`src/lsr_defines.vh`:
```
// Purpose: Constants for the line status flag block.
// Assumes: 32-bit APB register access, 40 MHz clock.
// Notes:   Offsets are byte addresses of aligned words.
`ifndef LSR_DEFINES_VH
`define LSR_DEFINES_VH
`define OFS_STATUS      12'h014
`define OFS_CONTROL     12'h004
`define OFS_TXDATA      12'h000
`define OFS_RXDATA      12'h008
`define OFS_TXSTATE     12'h00C
`define BIT_RX_READY    0
`define BIT_FRAME_ERR   3
`define BIT_BREAK       4
`define BIT_HOLD_EMPTY  5
`define BIT_ALL_EMPTY   6
`define CTL_HOLD_IEN    0
`define CTL_FIFO_MODE   1
`define CTL_PARITY_EN   2
`define CTL_DIV_LO      8
`define CTL_DIV_W       16
`define CTL_RESET       32'h00010000
`define OVERSAMPLE      4'hF
`define MID_SAMPLE      4'h7
`define DATA_BITS       4'h8
`endif

```
`src/tx_side.v`:
```
// Purpose: Transmit holding register, optional FIFO and shift register.
// Assumes: Writes arrive as one-cycle strobes; bit_tick is a one-cycle enable.
// Notes:   Reports occupancy only; the status flags are formed by the top.
`timescale 1ns/100ps
`default_nettype none
module tx_side #(
  parameter DEPTH = 16,
  parameter AW    = 4
) (
  input  wire       clk,
  input  wire       rst_n,
  input  wire       fifo_mode,
  input  wire       wr_stb,
  input  wire [7:0] wr_data,
  input  wire       bit_tick,
  output reg        txd,
  output wire       hold_empty,
  output wire       shift_busy,
  output wire       move_stb
);
  reg [7:0]    mem [0:DEPTH-1];
  reg [AW-1:0] rd_q;
  reg [AW-1:0] wr_q;
  reg [AW:0]   cnt_q;
  reg [9:0]    sh_q;
  reg [3:0]    bits_q;
  wire         cap;

  // In holding-register mode the storage is one deep.
  assign cap        = fifo_mode ? (cnt_q == DEPTH) : (cnt_q != {(AW+1){1'b0}});
  assign hold_empty = (cnt_q == {(AW+1){1'b0}});
  assign shift_busy = (bits_q != 4'h0);
  assign move_stb   = bit_tick && !shift_busy && !hold_empty;

  // Writes to a full store are dropped, as a real holding register would overwrite nothing.
  always @(posedge clk or negedge rst_n) begin
    if (!rst_n) begin
      rd_q   <= {AW{1'b0}};
      wr_q   <= {AW{1'b0}};
      cnt_q  <= {(AW+1){1'b0}};
      sh_q   <= 10'h3FF;
      bits_q <= 4'h0;
      txd    <= 1'b1;
    end else begin
      if (wr_stb && !cap) begin
        mem[wr_q] <= wr_data;
        wr_q      <= wr_q + 1'b1;
      end
      if (move_stb)
        rd_q <= rd_q + 1'b1;
      cnt_q <= cnt_q + {{AW{1'b0}}, (wr_stb && !cap)} - {{AW{1'b0}}, move_stb};
      if (move_stb) begin
        sh_q   <= {1'b1, mem[rd_q], 1'b0};
        bits_q <= 4'hA;
      end else if (bit_tick && shift_busy) begin
        txd    <= sh_q[0];
        sh_q   <= {1'b1, sh_q[9:1]};
        bits_q <= bits_q - 4'h1;
      end
    end
  end
endmodule
`default_nettype wire

```
`src/rx_side.v`:
```
// Purpose: Receiver with break detection and framing resynchronisation.
// Assumes: RXD synchronous to clk; os_tick is a 16x oversampling enable.
// Notes:   Emits one character strobe with its error bits.
`timescale 1ns/100ps
`default_nettype none
`include "lsr_defines.vh"
module rx_side (
  input  wire       clk,
  input  wire       rst_n,
  input  wire       os_tick,
  input  wire       parity_en,
  input  wire       rxd,
  output reg        chr_stb,
  output reg  [7:0] chr_data,
  output reg        chr_frame,
  output reg        chr_break
);
  localparam IDLE  = 2'b00;
  localparam START = 2'b01;
  localparam DATA  = 2'b10;
  localparam STOP  = 2'b11;
  reg [1:0]  st_q;
  reg [3:0]  os_q;
  reg [3:0]  bit_q;
  reg [8:0]  sh_q;
  reg        resync_q;
  reg        start_hits_q;
  reg [7:0]  low_q;
  reg        brk_done_q;
  reg        pend_q;
  wire [3:0] nbits;
  wire [7:0] char_time;

  assign nbits     = parity_en ? (`DATA_BITS + 4'h1) : `DATA_BITS;
  // Start, data, parity and stop periods in oversample ticks.
  assign char_time = {nbits + 4'h2, 4'h0};

  // The low-level counter runs alongside the character engine.
  always @(posedge clk or negedge rst_n) begin
    if (!rst_n) begin
      low_q      <= 8'h00;
      brk_done_q <= 1'b0;
    end else if (rxd) begin
      low_q      <= 8'h00;
      brk_done_q <= 1'b0;
    end else if (chr_stb && chr_break) begin
      // Checked first, so a running counter cannot hide the end of a break.
      brk_done_q <= 1'b1;
    end else if (os_tick && low_q != 8'hFF) begin
      low_q <= low_q + 8'h01;
    end
  end

  // Character engine; a break yields one zero character, however long.
  always @(posedge clk or negedge rst_n) begin
    if (!rst_n) begin
      st_q <= IDLE; os_q <= 4'h0; bit_q <= 4'h0; sh_q <= 9'h000;
      resync_q <= 1'b0; start_hits_q <= 1'b0; chr_stb <= 1'b0;
      chr_data <= 8'h00; chr_frame <= 1'b0; chr_break <= 1'b0; pend_q <= 1'b0;
    end else begin
      chr_stb <= 1'b0;
      if (os_tick && !rxd && low_q > char_time && !brk_done_q && !chr_stb) begin
        chr_stb   <= 1'b1;
        chr_data  <= 8'h00;
        chr_break <= 1'b1;
        chr_frame <= 1'b1;
        pend_q    <= 1'b0;
        st_q      <= IDLE;
      end else if (pend_q && rxd) begin
        // The line rose before break time: the held zero frame was a real character.
        chr_stb   <= 1'b1;
        chr_data  <= 8'h00;
        chr_frame <= 1'b1;
        chr_break <= 1'b0;
        pend_q    <= 1'b0;
      end else if (os_tick) begin
        case (st_q)
          IDLE: begin
            if (!rxd && !brk_done_q && !pend_q && !chr_stb) begin
              st_q <= START; os_q <= 4'h0; start_hits_q <= 1'b0;
            end
          end
          START: begin
            os_q <= os_q + 4'h1;
            // A resync start must be seen low at two samples
            if (os_q == `MID_SAMPLE || (resync_q && os_q == `MID_SAMPLE + 4'h2)) begin
              if (rxd) begin
                st_q <= IDLE; resync_q <= 1'b0;
              end else if (!resync_q || start_hits_q) begin
                // A resync start is taken two ticks past its middle, so the data
                // counter starts ahead to keep sampling at bit centres.
                st_q <= DATA; os_q <= resync_q ? 4'h2 : 4'h0; bit_q <= 4'h0;
              end else begin
                start_hits_q <= 1'b1;
              end
            end
          end
          DATA: begin
            os_q <= os_q + 4'h1;
            if (os_q == `OVERSAMPLE) begin
              sh_q  <= {rxd, sh_q[8:1]};
              bit_q <= bit_q + 4'h1;
              if (bit_q + 4'h1 == nbits) st_q <= STOP;
            end
          end
          default: begin
            os_q <= os_q + 4'h1;
            if (os_q == `OVERSAMPLE) begin
              resync_q     <= !rxd;
              start_hits_q <= !rxd;  // The low stop is the first start sample
              os_q         <= 4'h8;  // low stop taken as mid of next start
              if (!rxd && (parity_en ? sh_q : {1'b0, sh_q[8:1]}) == 9'h000) begin
                // An all-zero frame may be the front of a break; hold it until
                // the line decides, so a break yields one character only.
                pend_q <= 1'b1;
                st_q   <= IDLE;
              end else begin
                chr_stb   <= 1'b1;
                chr_data  <= parity_en ? sh_q[7:0] : sh_q[8:1];
                chr_frame <= !rxd;
                chr_break <= 1'b0;
                st_q      <= rxd ? IDLE : START;
              end
            end
          end
        endcase
      end
    end
  end
endmodule
`default_nettype wire

```
`src/uart_line_status.v`:
```
// Purpose: Line status flags of an asynchronous serial port, APB slave.
// Assumes: One 40 MHz clock; RXD synchronous; APB master as published.
// Notes:   Receive FIFO holds character plus frame and break bits.
//
// What this block does
// - All-empty set only when holding, FIFO, shifter empty
// - All-empty clears when any character is held
// - Holding-empty set when holding register/FIFO empty
// - Interrupt while holding-empty and its enable set
// - Holding-empty sets when character moves to shifter
// - Holding-empty clears in the write cycle
// - Break set after low beyond character time
// - Reading status clears break flag
// - FIFO mode reports break at its character
// - One zero character per break
// - Framing error low taken as next start
// - Resync start sampled twice before data
// - Low stop bit flags framing error
//
// The implementer's own choices: the address map and the APB register port.
`timescale 1ns/100ps
`default_nettype none
`include "lsr_defines.vh"
module uart_line_status #(
  parameter RX_DEPTH = 16,
  parameter RX_AW    = 4
) (
  input  wire        MCLK,
  input  wire        RESETN,
  input  wire        PSEL,
  input  wire        PENABLE,
  input  wire        PWRITE,
  input  wire [11:0] PADDR,
  input  wire [31:0] PWDATA,
  output reg  [31:0] PRDATA,
  output reg         PREADY,
  output reg         PSLVERR,
  input  wire        RXD,
  output reg         TXD,
  output reg         TX_IRQ
);
  reg  [31:0]     ctl_q;
  reg  [15:0]     div_q;
  reg             os_tick_q;
  reg  [3:0]      tick16_q;
  reg             bit_tick_q;
  reg             tx_all_empty_flag;
  reg             tx_holding_empty_flag;
  reg             line_break_flag;
  reg             frame_flag;
  reg  [9:0]      rmem [0:RX_DEPTH-1];
  reg  [RX_AW-1:0] rrd_q;
  reg  [RX_AW-1:0] rwr_q;
  reg  [RX_AW:0]  rcnt_q;
  reg  [9:0]      hold_rx_q;
  reg             hold_rx_full_q;
  reg             head_new_q;
  wire            head_load;
  wire            fifo_mode;
  wire            acc;
  wire            wr_tx;
  wire            rd_stat;
  wire            rd_rx;
  wire            txd_w;
  wire            hold_empty;
  wire            shift_busy;
  wire            move_stb;
  wire            chr_stb;
  wire [7:0]      chr_data;
  wire            chr_frame;
  wire            chr_break;
  wire            rx_push;
  wire            rx_pop;
  wire [9:0]      rx_head;
  wire            rx_any;
  wire [7:0]      status_w;

  // Address match, shared by every decode below.
  function hit;
    input [11:0] a;
    input [11:0] ofs;
    begin
      hit = (a == ofs);
    end
  endfunction

  assign fifo_mode = ctl_q[`CTL_FIFO_MODE];
  assign acc       = PSEL && PENABLE && PREADY;
  assign wr_tx     = acc && PWRITE && hit(PADDR, `OFS_TXDATA);
  assign rd_stat   = acc && !PWRITE && hit(PADDR, `OFS_STATUS);
  assign rd_rx     = acc && !PWRITE && hit(PADDR, `OFS_RXDATA);

  // Baud divider gives a 16x enable, then a bit enable for the transmitter.
  always @(posedge MCLK or negedge RESETN) begin
    if (!RESETN) begin
      div_q <= 16'h0000; os_tick_q <= 1'b0; tick16_q <= 4'h0; bit_tick_q <= 1'b0;
    end else begin
      os_tick_q  <= (div_q == 16'h0000);
      div_q      <= (div_q == 16'h0000) ? ctl_q[`CTL_DIV_LO+`CTL_DIV_W-1:`CTL_DIV_LO]
                                        : div_q - 16'h0001;
      bit_tick_q <= os_tick_q && (tick16_q == `OVERSAMPLE);
      if (os_tick_q) tick16_q <= tick16_q + 4'h1;
    end
  end

  tx_side #(.DEPTH(16), .AW(4)) u_tx (
    .clk        (MCLK),
    .rst_n      (RESETN),
    .fifo_mode  (fifo_mode),
    .wr_stb     (wr_tx),
    .wr_data    (PWDATA[7:0]),
    .bit_tick   (bit_tick_q),
    .txd        (txd_w),
    .hold_empty (hold_empty),
    .shift_busy (shift_busy),
    .move_stb   (move_stb)
  );

  rx_side u_rx (
    .clk       (MCLK),
    .rst_n     (RESETN),
    .os_tick   (os_tick_q),
    .parity_en (ctl_q[`CTL_PARITY_EN]),
    .rxd       (RXD),
    .chr_stb   (chr_stb),
    .chr_data  (chr_data),
    .chr_frame (chr_frame),
    .chr_break (chr_break)
  );

  // Transmit flags; the write cycle and the move cycle are decided here so a
  // write that collides with a move still leaves the flag clear.
  always @(posedge MCLK or negedge RESETN) begin
    if (!RESETN) begin
      tx_holding_empty_flag <= 1'b1;
      tx_all_empty_flag     <= 1'b1;
      TX_IRQ                <= 1'b0;
      TXD                   <= 1'b1;
    end else begin
      TXD <= txd_w;
      if (wr_tx)
        tx_holding_empty_flag <= 1'b0;
      else if (move_stb)
        tx_holding_empty_flag <= 1'b1;
      else
        tx_holding_empty_flag <= hold_empty;
      // All-empty needs both stores idle, so it lags the shifter by a cycle.
      tx_all_empty_flag <= !wr_tx && hold_empty && !shift_busy && !move_stb;
      TX_IRQ <= ctl_q[`CTL_HOLD_IEN] && !wr_tx && (move_stb || tx_holding_empty_flag);
    end
  end

  // Receive store: FIFO in FIFO mode, else one holding word; overflow drops in FIFO mode, overwrites the holding word otherwise.
  assign rx_push = chr_stb && (fifo_mode ? (rcnt_q != RX_DEPTH) : 1'b1);
  assign rx_pop  = rd_rx && (fifo_mode ? (rcnt_q != {(RX_AW+1){1'b0}}) : hold_rx_full_q);
  assign rx_head = fifo_mode ? rmem[rrd_q] : hold_rx_q;
  assign rx_any  = fifo_mode ? (rcnt_q != {(RX_AW+1){1'b0}}) : hold_rx_full_q;
  // A new character reaches the head of the FIFO.
  assign head_load = fifo_mode &&
                     ((rx_pop && (rcnt_q > {{RX_AW{1'b0}}, 1'b1} || rx_push)) ||
                      (rx_push && rcnt_q == {(RX_AW+1){1'b0}}));

  always @(posedge MCLK or negedge RESETN) begin
    if (!RESETN) begin
      rrd_q <= {RX_AW{1'b0}}; rwr_q <= {RX_AW{1'b0}}; rcnt_q <= {(RX_AW+1){1'b0}};
      hold_rx_q <= 10'h000; hold_rx_full_q <= 1'b0; head_new_q <= 1'b0;
    end else begin
      head_new_q <= head_load;
      if (rx_push && fifo_mode) begin
        rmem[rwr_q] <= {chr_break, chr_frame, chr_data};
        rwr_q       <= rwr_q + 1'b1;
      end
      if (rx_pop && fifo_mode) rrd_q <= rrd_q + 1'b1;
      if (fifo_mode)
        rcnt_q <= rcnt_q + {{RX_AW{1'b0}}, rx_push} - {{RX_AW{1'b0}}, rx_pop};
      if (rx_push && !fifo_mode) begin
        hold_rx_q      <= {chr_break, chr_frame, chr_data};
        hold_rx_full_q <= 1'b1;
      end else if (rx_pop) begin
        hold_rx_full_q <= 1'b0;
      end
    end
  end

  // Break and frame flags follow the head character in FIFO mode; the status
  // read clears them, but a new arrival in that cycle wins.
  always @(posedge MCLK or negedge RESETN) begin
    if (!RESETN) begin
      line_break_flag <= 1'b0;
      frame_flag      <= 1'b0;
    end else begin
      if (fifo_mode) begin
        // Loaded once per head character, so a status read clears it for good.
        if (head_new_q) line_break_flag <= rx_head[9];
        else if (rd_stat || !rx_any) line_break_flag <= 1'b0;
        if (head_new_q) frame_flag <= rx_head[8];
        else if (rd_stat || !rx_any) frame_flag <= 1'b0;
      end else begin
        if (chr_stb && chr_break) line_break_flag <= 1'b1;
        else if (rd_stat) line_break_flag <= 1'b0;
        if (chr_stb && chr_frame) frame_flag <= 1'b1;
        else if (rd_stat) frame_flag <= 1'b0;
      end
    end
  end

  assign status_w = {1'b0, tx_all_empty_flag, tx_holding_empty_flag, line_break_flag,
                     frame_flag, 2'b00, rx_any};

  // APB slave: one wait state, read data registered; unmapped reads zero with error.
  always @(posedge MCLK or negedge RESETN) begin
    if (!RESETN) begin
      PREADY  <= 1'b0;
      PRDATA  <= 32'h00000000;
      PSLVERR <= 1'b0;
      ctl_q   <= `CTL_RESET;
    end else begin
      PREADY  <= PSEL && PENABLE && !PREADY;
      PSLVERR <= 1'b0;
      if (PSEL && PENABLE && !PREADY) begin
        PRDATA <= 32'h00000000;
        if (hit(PADDR, `OFS_STATUS))       PRDATA <= {24'h000000, status_w};
        else if (hit(PADDR, `OFS_CONTROL)) PRDATA <= ctl_q;
        else if (hit(PADDR, `OFS_RXDATA))  PRDATA <= {24'h000000, rx_head[7:0]};
        else if (hit(PADDR, `OFS_TXSTATE))
          PRDATA <= {29'h00000000, move_stb, shift_busy, hold_empty};
        else if (!hit(PADDR, `OFS_TXDATA)) PSLVERR <= 1'b1;
      end
      // Writes take effect only at the edge where the transfer completes.
      if (acc && PWRITE && hit(PADDR, `OFS_CONTROL)) ctl_q <= PWDATA;
    end
  end
endmodule
`default_nettype wire

```
`config.mk`:
```
export PLATFORM = sky130hd
export DESIGN_NAME = uart_line_status
export DESIGN_NICKNAME = d
export VERILOG_FILES = /design/src/tx_side.v /design/src/rx_side.v /design/src/uart_line_status.v
export VERILOG_INCLUDE_DIRS = /design/src
export SDC_FILE = /design/constraint.sdc
export NUM_CORES = 1
export LEC_CHECK = 0
export ABC_CLOCK_PERIOD_IN_PS = 3100
export BUFFER_PORTS_ARGS = -buffer_cell sky130_fd_sc_hd__buf_2
export CAP_MARGIN = 20
export CORE_ASPECT_RATIO = 1.25
export CORE_MARGIN = 1
export CORE_UTILIZATION = 55
export DETAILED_ROUTE_END_ITERATION = 8
export GPL_ROUTABILITY_DRIVEN = 0
export PLACE_DENSITY_LB_ADDON = 0.1
export SLEW_MARGIN = 20
export SYNTH_ARGS = -nofsm -noshare
export SYNTH_HDL_FRONTEND = slang
export SYNTH_SLANG_ARGS = --single-unit
```
`constraint.sdc`:
```
create_clock -name MCLK -period 3.1 [get_ports MCLK]
set_clock_uncertainty 0.1 [all_clocks]
set_input_delay 0.62 -clock MCLK [delete_from_list [all_inputs] [get_ports MCLK]]
set_output_delay 0.62 -clock MCLK [all_outputs]
set_load 0.01 [all_outputs]
```
# Word level (Yosys, flattened, before mapping)
# Memories as Yosys holds them, arrays and structs flattened.
# Cells that the tools add are included.
dict set report classes {
  reduce_logical 99
  mux 107
  n_addsub 15
  n_eq_ne 31
  magnitude_cmp 2
  bitwise_logic 5
}
# operator n
set ops {}
lappend ops {{$mux W8} 11}
lappend ops {{$mux W32} 2}
lappend ops {{$mux W1} 60}
lappend ops {{$mux W4} 11}
lappend ops {{$logic_and A1 B1 Y1} 42}
lappend ops {{$mux W10} 3}
lappend ops {{$add A4 B1 Y4 const B} 7}
lappend ops {{$eq A12 B4 Y1 const B} 2}
lappend ops {{$mux W2} 12}
lappend ops {{$ne A3 B1 Y1 const B} 7}
lappend ops {{$reduce_bool A3 Y1} 6}
lappend ops {{$logic_not A16 Y1} 1}
lappend ops {{$mux W16} 1}
lappend ops {{$reduce_and A8 Y1} 2}
lappend ops {{$sub A16 B1 Y16 const B} 1}
lappend ops {{$logic_not A1 Y1} 14}
lappend ops {{$reduce_bool A2 Y1} 7}
lappend ops {{$eq A12 B3 Y1 const B} 1}
lappend ops {{$eq A12 B5 Y1 const B} 1}
lappend ops {{$eq A4 B4 Y1 const B} 3}
lappend ops {{$logic_not A12 Y1} 1}
lappend ops {{$pmux W4 S3} 1}
lappend ops {{$reduce_and A4 Y1} 3}
lappend ops {{$add A5 B1 Y5} 2}
lappend ops {{35 further kinds} 58}
dict set report totals {
  elab_cells 300
  register_bits 189
  n_memories 2
  mem_bits_rw 288
}
# name words width rd rd_clocked_by_memory_dff wr line_no
set mem_list {}
lappend mem_list {rmem 16 10 1 0 1 uart_line_status.v:51} ;# reg [9:0] rmem [0:RX_DEPTH-1];
lappend mem_list {u_tx.mem 16 8 1 0 1 tx_side.v:21} ;# reg [7:0] mem [0:DEPTH-1];

# Longest topological paths before layout
# Gate-level depths: netlist of the first run.
dict set report logic_depth {
  word_depth 9
  ltp_mapped 16
  mapped_depth_nobuf 16
}

# Hierarchy
# From an unflattened synthesis of the first run, not the netlist that was laid out.
dict set report hier_totals {
  hier_cells 1335
  area_unflattened_um2 20218.1
}
# mod area_each_um2 seq_area_each_um2 cells_each instances
set modules_own_cells {}
lappend modules_own_cells {uart_line_status 11446.0 7737.4 743 1}
lappend modules_own_cells {tx_side 6441.2 4531.8 360 1}
lappend modules_own_cells {rx_side 2331.0 1051.0 232 1}

# Worst setup path after synthesis of the first run
# No wires, ideal clock.
dict set report synth_path {
  path_kind {input port to flip-flop}
  start {input port PADDR[9]}
  end {register rcnt_q[4]}
  cell_stages 14
  required_time_ps 2863
  setup_ps 137
  slack_ps -75
  arrival_ps 2938
  cell_sequence {nor4_2 nand4b_1 buf_2 nor3_1 ha_1 inv_1 ha_1 inv_1 fa_1 nor2_1 nor2_1 o21bai_1 xor2_1 a21oi_1}
}
dict set report synth_via {
  elab_chain_len 4
}
# element line_no
set synth_lines {}
lappend synth_lines {{from (decl)} uart_line_status.v:33} ;# input wire [11:0] PADDR,
lappend synth_lines {{$eq A12 B4 Y1} uart_line_status.v:83} ;# hit = (a == ofs);
lappend synth_lines {{$logic_and A1 B1 Y1} uart_line_status.v:91} ;# assign rd_rx = acc && !PWRITE && hit(PADDR, `OFS_RXDATA);
lappend synth_lines {{$logic_and A1 B1 Y1} uart_line_status.v:155} ;# assign rx_pop = rd_rx && (fifo_mode ? (rcnt_q != {(RX_AW+1){1'b0}}) : hold_rx_full_q);
lappend synth_lines {{$sub A5 B1 Y5} uart_line_status.v:175} ;# rcnt_q <= rcnt_q + {{RX_AW{1'b0}}, rx_push} - {{RX_AW{1'b0}}, rx_pop};
lappend synth_lines {{to (signal assigned)} uart_line_status.v:165} ;# rrd_q <= {RX_AW{1'b0}}; rwr_q <= {RX_AW{1'b0}}; rcnt_q <= {(RX_AW+1){1'b0}};
lappend synth_lines {{to (signal assigned)} uart_line_status.v:175}
lappend synth_lines {{to (decl)} uart_line_status.v:54} ;# reg [RX_AW:0] rcnt_q;
# No other way between the ends.
# A chain may end at the register's enable or synchronous reset.

# Worst setup path after layout of the first run
dict set report layout_path {
  start {register rcnt_q[2]}
  end {register rcnt_q[4]}
}
dict set report layout_via {
  elab_chain_len 5
  elab_cells_between_ends 8
  cone_classes {add/sub: 2; eq/ne: 1; mux: 2; reduce/logical: 3}
}
# element line_no
set layout_lines {}
lappend layout_lines {{$ne A5 B5 Y1} uart_line_status.v:154} ;# assign rx_push = chr_stb && (fifo_mode ? (rcnt_q != RX_DEPTH) : 1'b1);
lappend layout_lines {{$mux W1} uart_line_status.v:154}
lappend layout_lines {{$logic_and A1 B1 Y1} uart_line_status.v:154}
lappend layout_lines {{$add A5 B1 Y5} uart_line_status.v:175}
lappend layout_lines {{$sub A5 B1 Y5 (*)} uart_line_status.v:175}
# Mark *: on every way between the ends. The rest lies on a longest branch, timed or not.

==> results of run 1 <==
[metrics by stage]
step / util, % / instance area, um^2
floorplan: - / 20100
global placement: 60.2 / 21500
detailed placement: 60.2 / 21500
CTS: 64.7 / 23100
global route: 64.9 / 23100
finish: 64.9 / 23100
[worst max path at each step]
stage                 to       from  slack [ns]  cells after the start
3_3_place_gp   rcnt_q[4]   PADDR[9]       -0.11                     14
5_1_grt        rcnt_q[4]  rcnt_q[3]        0.02                     15
3_5_place_dp   rcnt_q[4]   PADDR[9]       -0.15                     14
2_1_floorplan  rcnt_q[4]   PADDR[9]      -0.004                     14
4_1_cts        rcnt_q[4]  rcnt_q[2]        0.04                     15
6_report       rcnt_q[4]  rcnt_q[2]        0.21                     15
[flip-flops by register name (all words and copies together), names as in the netlist, 5 cells and up]
register and count:
rmem 160, u_rx.low_q 8, u_tx.sh_q 9, u_rx.sh_q 9
div_q 16, rcnt_q 5, u_rx.chr_data 8, hold_rx_q 8
PRDATA 32, ctl_q 32, u_tx.cnt_q 5, u_tx.mem 128
[power by group through the flow]
| stage | registers (W) | clock network (W) | logic, W |
|---|---|---|---|
| after floorplan | 0.00723 | 0 | 0.000459 |
| after global placement | 0.00731 | 0 | 0.000672 |
| after detailed placement | 0.00732 | 0 | 0.000695 |
| after CTS | 0.00720 | 0.00591 | 0.000701 |
| after global routing | 0.00724 | 0.00614 | 0.000787 |
| final | 0.00720 | 0.00580 | 0.000690 |
[logic make-up (layout without fill, tap and decap cells)]
family | after synthesis | count (layout) | synth area share [%]
xor+xnor | 41 | 41 | 1.79
simple gates | 344 | 344 | 8.10
buf+inv | 102 | 302 | 2.20
compound gates | 159 | 159 | 5.02
flops | 474 | 474 | 66.5
mux | 167 | 167 | 14.1
fa+ha+maj | 36 | 36 | 2.32
[layer usage]
layer | up-vias | share of wire [%] | wire length [um] | GRT usage [%]
met2 | 281 | 51 | 21200 | 39.3
met4 | 0 | 3.0 | 1240 | 8.05
li1 | 5290 | - | - | -
met3 | 73 | 4.3 | 1790 | 3.33
met1 | 5896 | 42 | 17600 | 31.1
met5 | - | 0 | 0 | 0
[what timing repair did]
item | in CTS | in global routing
hold buffers | 1 | 0
buffers inserted | 0 | 2
endpoints found under the setup margin | 1 | 2
resized for setup | 1 | 7
endpoints found under the hold margin | 21 | 0
pin swaps | 0 | 3
[final cells by class]
class                      count  area share, %
timing repair buffer         169           4.83
clock inverter                21           1.03
tap                          474           2.57
clock buffer                  66           5.80
sequential                   474           57.6
multi-input combinational    747           27.4
inverter                      46          0.747
[worst reg2reg max path: stages (launching register included)]
cell,delay [ns]
dfrtp_1,0.37
inv_2,0.06
ha_2,0.19
nor4b_4,0.14
a211o_1,0.32
nor3_4,0.19
ha_1,0.25
inv_1,0.06
ha_2,0.17
inv_1,0.06
fa_2,0.34
nor2_1,0.09
nor2_1,0.04
o21bai_1,0.17
xor2_1,0.16
a21oi_1,0.07
[Yosys cell counts, types with 24 or more instances]
master	instances
xnor2_1	24
ha_1	34
edfxtp_1	288
mux4_2	87
clkbuf_1	25
nand2_1	137
a21oi_1	32
dfrtp_1	172
mux2_2	56
inv_1	45
nor2_1	98
mux2i_1	24
o21ai_0	57
==> results.toml, run 1 <==
[run_status]
outcome = "finished, final reports clean"

[synthesis]
yosys.area.top_type = "edfxtp_1"
syn_area_per_cell_um2 = 15.2
synthCells = 1323
synth_edf_count = 288
synth_warnings = 0
postSynth.asyncResetShare_pct = 39.2
syn_nets = 1409
ys_seq_elements = 474
ys_seq_area_share_pct = 66.5
synth.area.top_cells = "edfxtp_1, dfrtp_1, mux4_2, mux2_2, nand2_1"
ys_types = 72
synth_top_cell_area_share_pct = 43.1
syn_area_mm2 = 0.0200
synth_top_flop_cell = "edfxtp_1"

[power]
cellPowerDensity_mw_per_mm2 = 592
leakage_nw = 8.65
p_switching_w = 0.00301
ir_worst_vdd_mv = 0.416
swShare_pct = 22.0
pwr-share-clk_pct = 42.4
p_total_w = 0.0137
power.internal_w = 0.0107
combPwrFrac_pct = 5.0
seqPwrFrac_pct = 52.6

[drt]
wl_per_cell_um = 20.9
first_pass_iters = 5
vias = 11500
drc_errors = 0
wirelength_um = 41800
ant_nets = 0
drtIter0Drc = 927
viasPerCell = 5.78

[critical_path]
regToRegSetupSlack_ns = 0.21
cp_slowest_stage_delay_ns = 0.37
slowest_stage = "dfrtp_1"
cp.required_ns = 3.44
critPathBufInv = 3
worst_ep_arrival_time_ns = 3.22
r2r_start = "rcnt_q[2]"
crit_path_start_kind = "flop"
r2r_end = "rcnt_q[4]"
reg2regPathDepth = 15
crit_fanout = 3
crit_chain = "inv_2 > ha_2 > nor4b_4 > a211o_1 > nor3_4 > ha_1 > inv_1 > ha_2 > inv_1 > fa_2 > nor2_1 > nor2_1 > o21bai_1 > xor2_1 > a21oi_1"
critPathCaptureType = "flop"
worstSetupPathType = "reg2reg"
crit_family = "adder cells"

[finish]
area_delta_synth_final_pct = 15.3
seq_area_mm2 = 0.0133
final_cells = 1997
final_cell_mix = "edfxtp_1, dfrtp_1, nand2_1, nor2_1, mux4_2"
nets = 1571
fillerInstances = 2590
multiInputGateArea_mm2 = 0.00633
drive_gt1_share_pct = 27.9
antenna_cells = 0
final_common_cell = "edfxtp_1"

[sta]
final_hold_viol_count = 0
finalSetupTns_ns = 0
slew_violations = 0
fmax_ghz = 0.346
setup_viol = 0
slew_headroom_pct = 41.8
fin_ws_ns = 0.212
grt_setup_unrepaired = "false"
tightest_slew_ns = 0.873
hold-worst-slack_ns = 0.192
fin_crit_sh_pct = 93.2
post-route-min-period_ns = 2.89

[cts]
h-tree-depth = 2
clkLatencyLatePin_ns = 0.55
clockRootBuffer = "clkbuf_16"
clk_pin_slew_ns = 0.06
clock-sinks = 474
tritoncts = "yes"
cts_max_path_buffers = 3
numCtsBuffers = 47

[global_routing]
grt_max_degree = 166
grt_pass1_vias = 11900
grt_pass1_wl_um = 66800
overflow = 0
antenna_found_initial = 1
grt.total_usage_pct = 23.2

[floorplanning]
rows = 77
die_y_um = 215
initial_core_util_pct = 56.2
ioPinCount = 86
die-width_um = 173
die_area_mm2 = 0.0372
core_mm2 = 0.0356

[hold_path]
min_path_type = "in2reg"
hold_end = "ctl_q[14]"
hold_path_startpoint = "PWDATA[14]"
hold_path_depth = 2

[place]
io_buffers = 85
dp.cells = 1907
dp_hpwl_um = 27900
pre_cts_slack_ns = -0.146

[job]
maxCapViolations = 0
No activity file was read; power rests on OpenSTA's default activity.
==> run 2: changes to the inputs <==
PLACE_DENSITY = 0.81   (was default)
PLACE_DENSITY_LB_ADDON = default   (was 0.1)
==> run 2 against run 1 <==
- non-clock buffer count did not move
- sequential share of layout area barely moved
- sequential power barely moved
- critical path type unchanged
- wire length rose by 7.4%
- sequential cell count did not move
- register-to-register slack got worse by 0.06 ns
- critical path depth did not move
- critical endpoint unchanged
- utilization barely moved
- cell area barely moved
==> results.toml, run 2 (same netlist as run 1, synthesis figures left out) <==
[run_status]
outcome = "finished, final reports clean"

[sta]
hold-worst-slack_ns = 0.190
setup_viol = 0
tightest_slew_ns = 0.734
post-route-min-period_ns = 2.95
slew_headroom_pct = 51.1
grt_setup_unrepaired = "true"
fmax_ghz = 0.339
fin_crit_sh_pct = 95.0
final_hold_viol_count = 0
slew_violations = 0

[critical_path]
crit_fanout = 3
critPathLaunch = "rcnt_q[2]"
r2r_end = "rcnt_q[4]"
worst_ep_arrival_time_ns = 3.28
crit_path_start_kind = "flop"
r2r_start = "rcnt_q[2]"
cp.required_ns = 3.44
regToRegSetupSlack_ns = 0.15
reg2regPathDepth = 15
cp-endpoint = "rcnt_q[4]"
worstSetupPathType = "reg2reg"
critPathCaptureType = "flop"

[finish]
reg_top3 = "rmem (160), u_tx.mem (128)"
largest_reg_flops = 160
antenna_cells = 0
area_delta_synth_final_pct = 15.3
drive_gt1_share_pct = 28.5
nets = 1569
final_cell_mix = "edfxtp_1, dfrtp_1, nand2_1, nor2_1, mux4_2"
design_area_mm2 = 0.0231
final_common_cell = "edfxtp_1"
regMostFlops = "rmem"

[floorplanning]
rows = 77
die-width_um = 173
core_mm2 = 0.0356
die_area_mm2 = 0.0372
ioPinCount = 86
die_y_um = 215
initial_core_util_pct = 56.2

[job]
maxCapViolations = 0

[place]
place_area_mm2 = 0.0215
dp_hpwl_um = 28900
io_buffers = 85

[drt]
drtIter0Drc = 1009
wl_per_cell_um = 22.5
viasPerCell = 6.01
first_pass_iters = 5
wirelength_um = 44900
drc_errors = 0
vias = 12000
ant_nets = 0

[cts]
clock-sinks = 474
clkLatencyLatePin_ns = 0.56
numCtsBuffers = 45
clk_pin_slew_ns = 0.07
tritoncts = "yes"
clockRootBuffer = "clkbuf_16"
cts_max_path_buffers = 3
h-tree-depth = 2

[power]
pwr-share-clk_pct = 42.0
seqPwrFrac_pct = 52.8
power.internal_w = 0.0106
cellPowerDensity_mw_per_mm2 = 589
p_switching_w = 0.00303
ir_worst_vdd_mv = 0.338
leakage_nw = 8.62
combPwrFrac_pct = 5.2
swShare_pct = 22.3

[global_routing]
antenna_found_initial = 1
overflow = 0
grt_pass1_vias = 12500
grt.total_usage_pct = 24.7
grt_pass1_wl_um = 70100
grt_max_degree = 117

[hold_path]
min_path_type = "in2reg"
run 2: critical path: stages, from the launching register on:
cell and delay [ns]:
dfrtp_1 0.40, inv_2 0.07, ha_4 0.16, nor4b_4 0.13, a211o_1 0.30, nor3_2 0.19, ha_1 0.27, inv_2 0.07
ha_4 0.12, inv_2 0.04, fa_2 0.37, nor2_2 0.14, nor2_2 0.04, o21bai_1 0.16, xor2_1 0.18, a21oi_1 0.09
run 2: timing repair:
item | 4_1_cts | 5_1_grt
setup endpoints to repair | 0 | 2
setup buffers | 0 | 2
hold buffers | 1 | 0
endpoints found under the hold margin | 14 | 0
gates resized for setup | 0 | 13
run 2: final cells by class:
class                   count  area [um^2]
clock buffers              57         1240
clock inverters            26          300
fillers                  2391        12500
inverters                  46          173
multi-input cells         747         6350
flip-flops and latches    474        13300
well taps                 474          593
repair buffers            169         1130
run 2: per-stage QoR:
stage / std cells / setup TNS, ns / setup slack [ns] / util (%) / power (W)
finish: 1993 / 0 / 0.154 / 64.8 / 0.0136
detailed placement: 1907 / -0.120 / -0.120 / 60.3 / 0.00801
CTS: 1991 / 0 / 0.0414 / 64.6 / 0.0137
global route: 1993 / -0.0357 / -0.0357 / 64.8 / 0.0140
floorplan: 1323 / -0.00370 / -0.00370 / - / 0.00769
global placement: 1907 / -0.0787 / -0.0787 / 60.3 / 0.00795
run 2: routing by layer:
layer	track usage, %	vias to the layer above	wire [um]
met5	0	-	19
met4	10.3	2	1710
li1	-	5278	-
met3	3.72	104	2570
met1	29.9	6146	16800
met2	44.0	442	23900
run 2: how the worst min path moves through the flow:
stage                from  slack (ns)         to  depth (start not counted)
5_1_grt        PWDATA[31]        0.18  ctl_q[31]                          2
4_1_cts        PWDATA[19]        0.18  ctl_q[19]                          2
2_1_floorplan      RESETN        0.22  PRDATA[0]                          0
3_3_place_gp     u_tx.txd        0.26        TXD                          0
3_5_place_dp     u_tx.txd        0.26        TXD                          0
6_report        PWDATA[8]        0.19   ctl_q[8]                          2
run 2: power by group through the flow:
stage               Combinational (W)  Clock [W]  Sequential (W)
finish                       0.000705    0.00571         0.00719
global route                 0.000794    0.00601         0.00722
CTS                          0.000707    0.00577         0.00719
detailed placement           0.000699          0         0.00731
global placement             0.000663          0         0.00729
floorplan                    0.000459          0         0.00723
==> run 3: changes to the inputs <==
CORE_ASPECT_RATIO = 0.75   (was 1.25)
==> run 3 against run 2 <==
- sequential cell count is the same
- worst hold slack lost 0.0024 ns
- sequential share of layout area grew 0.40 points
- first-iteration DRC count grew 39%
==> results.toml, run 3 (same netlist as run 1, synthesis figures left out) <==
[finish]
nets = 1572
area_delta_synth_final_pct = 14.5
largest_reg_flops = 160
fin_util_pct = 64.0
drive_gt1_share_pct = 27.9
reg_top3 = "rmem (160), u_tx.mem (128)"
final_cells = 1986
antenna_cells = 0
final_common_cell = "edfxtp_1"
final_cell_mix = "edfxtp_1, dfrtp_1, nand2_1, nor2_1, mux4_2"
regMostFlops = "rmem"

[drt]
wirelength_um = 43000
vias = 12000
ant_nets = 0
first_pass_iters = 5
drc_errors = 0
wl_per_cell_um = 21.7
viasPerCell = 6.03
drtIter0Drc = 1400

[cts]
clock-sinks = 474
h-tree-depth = 2
tritoncts = "yes"
clockRootBuffer = "clkbuf_16"
clk_pin_slew_ns = 0.07
cts_max_path_buffers = 3
numCtsBuffers = 43
clkLatencyLatePin_ns = 0.57

[critical_path]
worst_ep_arrival_time_ns = 3.31
reg2regPathDepth = 15
r2r_end = "rcnt_q[4]"
crit_path_start_kind = "flop"
crit_chain = "inv_2 > ha_4 > nor4b_4 > a211o_1 > nor3_2 > ha_1 > inv_1 > ha_2 > inv_1 > fa_2 > nor2_1 > nor2_1 > o21bai_1 > xor2_1 > a21oi_1"
regToRegSetupSlack_ns = 0.14
crit_fanout = 3
cp_slowest_stage_delay_ns = 0.37
worstSetupPathType = "reg2reg"
critPathBufInv = 3
r2r_start = "rcnt_q[3]"
slowest_stage = "dfrtp_1"
cp.required_ns = 3.45
crit_family = "adder cells"
critPathCaptureType = "flop"

[sta]
tightest_slew_ns = 0.906
fmax_ghz = 0.338
setup_viol = 0
slew_headroom_pct = 39.5
fin_ws_ns = 0.143
finalSetupTns_ns = 0
final_hold_viol_count = 0
hold-worst-slack_ns = 0.187
post-route-min-period_ns = 2.96
slew_violations = 0
fin_crit_sh_pct = 95.4

[place]
dp_hpwl_um = 28900
pre_cts_slack_ns = -0.205
dp.cells = 1902
io_buffers = 85

[power]
leakage_nw = 8.57
cellPowerDensity_mw_per_mm2 = 571
ir_worst_vdd_mv = 0.419

[floorplanning]
die-width_um = 222
initial_core_util_pct = 55.9
core_mm2 = 0.0359
die_area_mm2 = 0.0372
rows = 60
die_y_um = 167
ioPinCount = 86

[global_routing]
grt_pass1_vias = 11800
antenna_found_initial = 0
overflow = 0
grt.total_usage_pct = 23.6
grt_max_degree = 98
grt_pass1_wl_um = 67400

[job]
maxCapViolations = 0

[hold_path]
hold_path_depth = 2
hold_end = "ctl_q[17]"
min_path_type = "in2reg"
hold_path_startpoint = "PWDATA[17]"

[run_status]
outcome = "finished, final reports clean"
run 3: worst max-delay path by stage:
stage               startpoint   endpoint  slack, ns  cells after the start
floorplan             PADDR[9]  rcnt_q[4]     -0.004                     14
global placement      PADDR[1]  rcnt_q[4]      -0.12                     14
detailed placement    PADDR[9]  rcnt_q[4]      -0.20                     14
CTS                  rcnt_q[2]  rcnt_q[4]       0.04                     15
global route         rcnt_q[3]  rcnt_q[4]      -0.03                     15
finish               rcnt_q[3]  rcnt_q[4]       0.14                     15
run 3: repair_timing:
action                                  4_1_cts  5_1_grt
resized for setup                             1        9
hold buffers                                  1        0
hold endpoints to repair                      3        0
pin swaps                                     1        7
buffers inserted                              1        2
endpoints found under the setup margin        1        1
run 3: report_power, final:
group | leakage, nW | total (W) | internal [W] | switching [W]
clock network | 0.685 | 0.00521 | 0.00292 | 0.00229
registers | 4.96 | 0.00719 | 0.00694 | 0.000251
logic | 2.92 | 0.000714 | 0.000293 | 0.000420
total | 8.57 | 0.0131 | 0.0102 | 0.00296
run 3: worst reg2reg max path, stage by stage, from the launching register on:
cell and delay (ns):
dfrtp_1 0.37, inv_2 0.07, ha_4 0.17, nor4b_4 0.13, a211o_1 0.31, nor3_2 0.21
ha_1 0.27, inv_1 0.06, ha_2 0.16, inv_1 0.05, fa_2 0.33, nor2_1 0.12
nor2_1 0.05, o21bai_1 0.17, xor2_1 0.19, a21oi_1 0.09
run 3: per-stage QoR:
step	power (W)	cell area, um^2
2_1_floorplan	0.00769	20100
3_3_place_gp	0.00797	21500
3_5_place_dp	0.00803	21500
4_1_cts	0.0132	22900
5_1_grt	0.0136	23000
6_report	0.0131	23000
run 3: cell type report:
class / count / area [um^2]
timing repair buffer: 174 / 1140
clock inverter: 17 / 170
multi-input combinational: 747 / 6340
fill: 2477 / 12900
sequential: 474 / 13300
tap: 465 / 582
inverter: 46 / 173
clock buffer: 63 / 1220
run 3: routing by layer:
metal,vias up,global-route usage (%),share of wire [%]
met2,480,36.0,46
met3,70,5.02,8.0
met1,6120,34.7,43
li1,5297,-,-
met4,0,6.90,2.3
met5,-,0,0
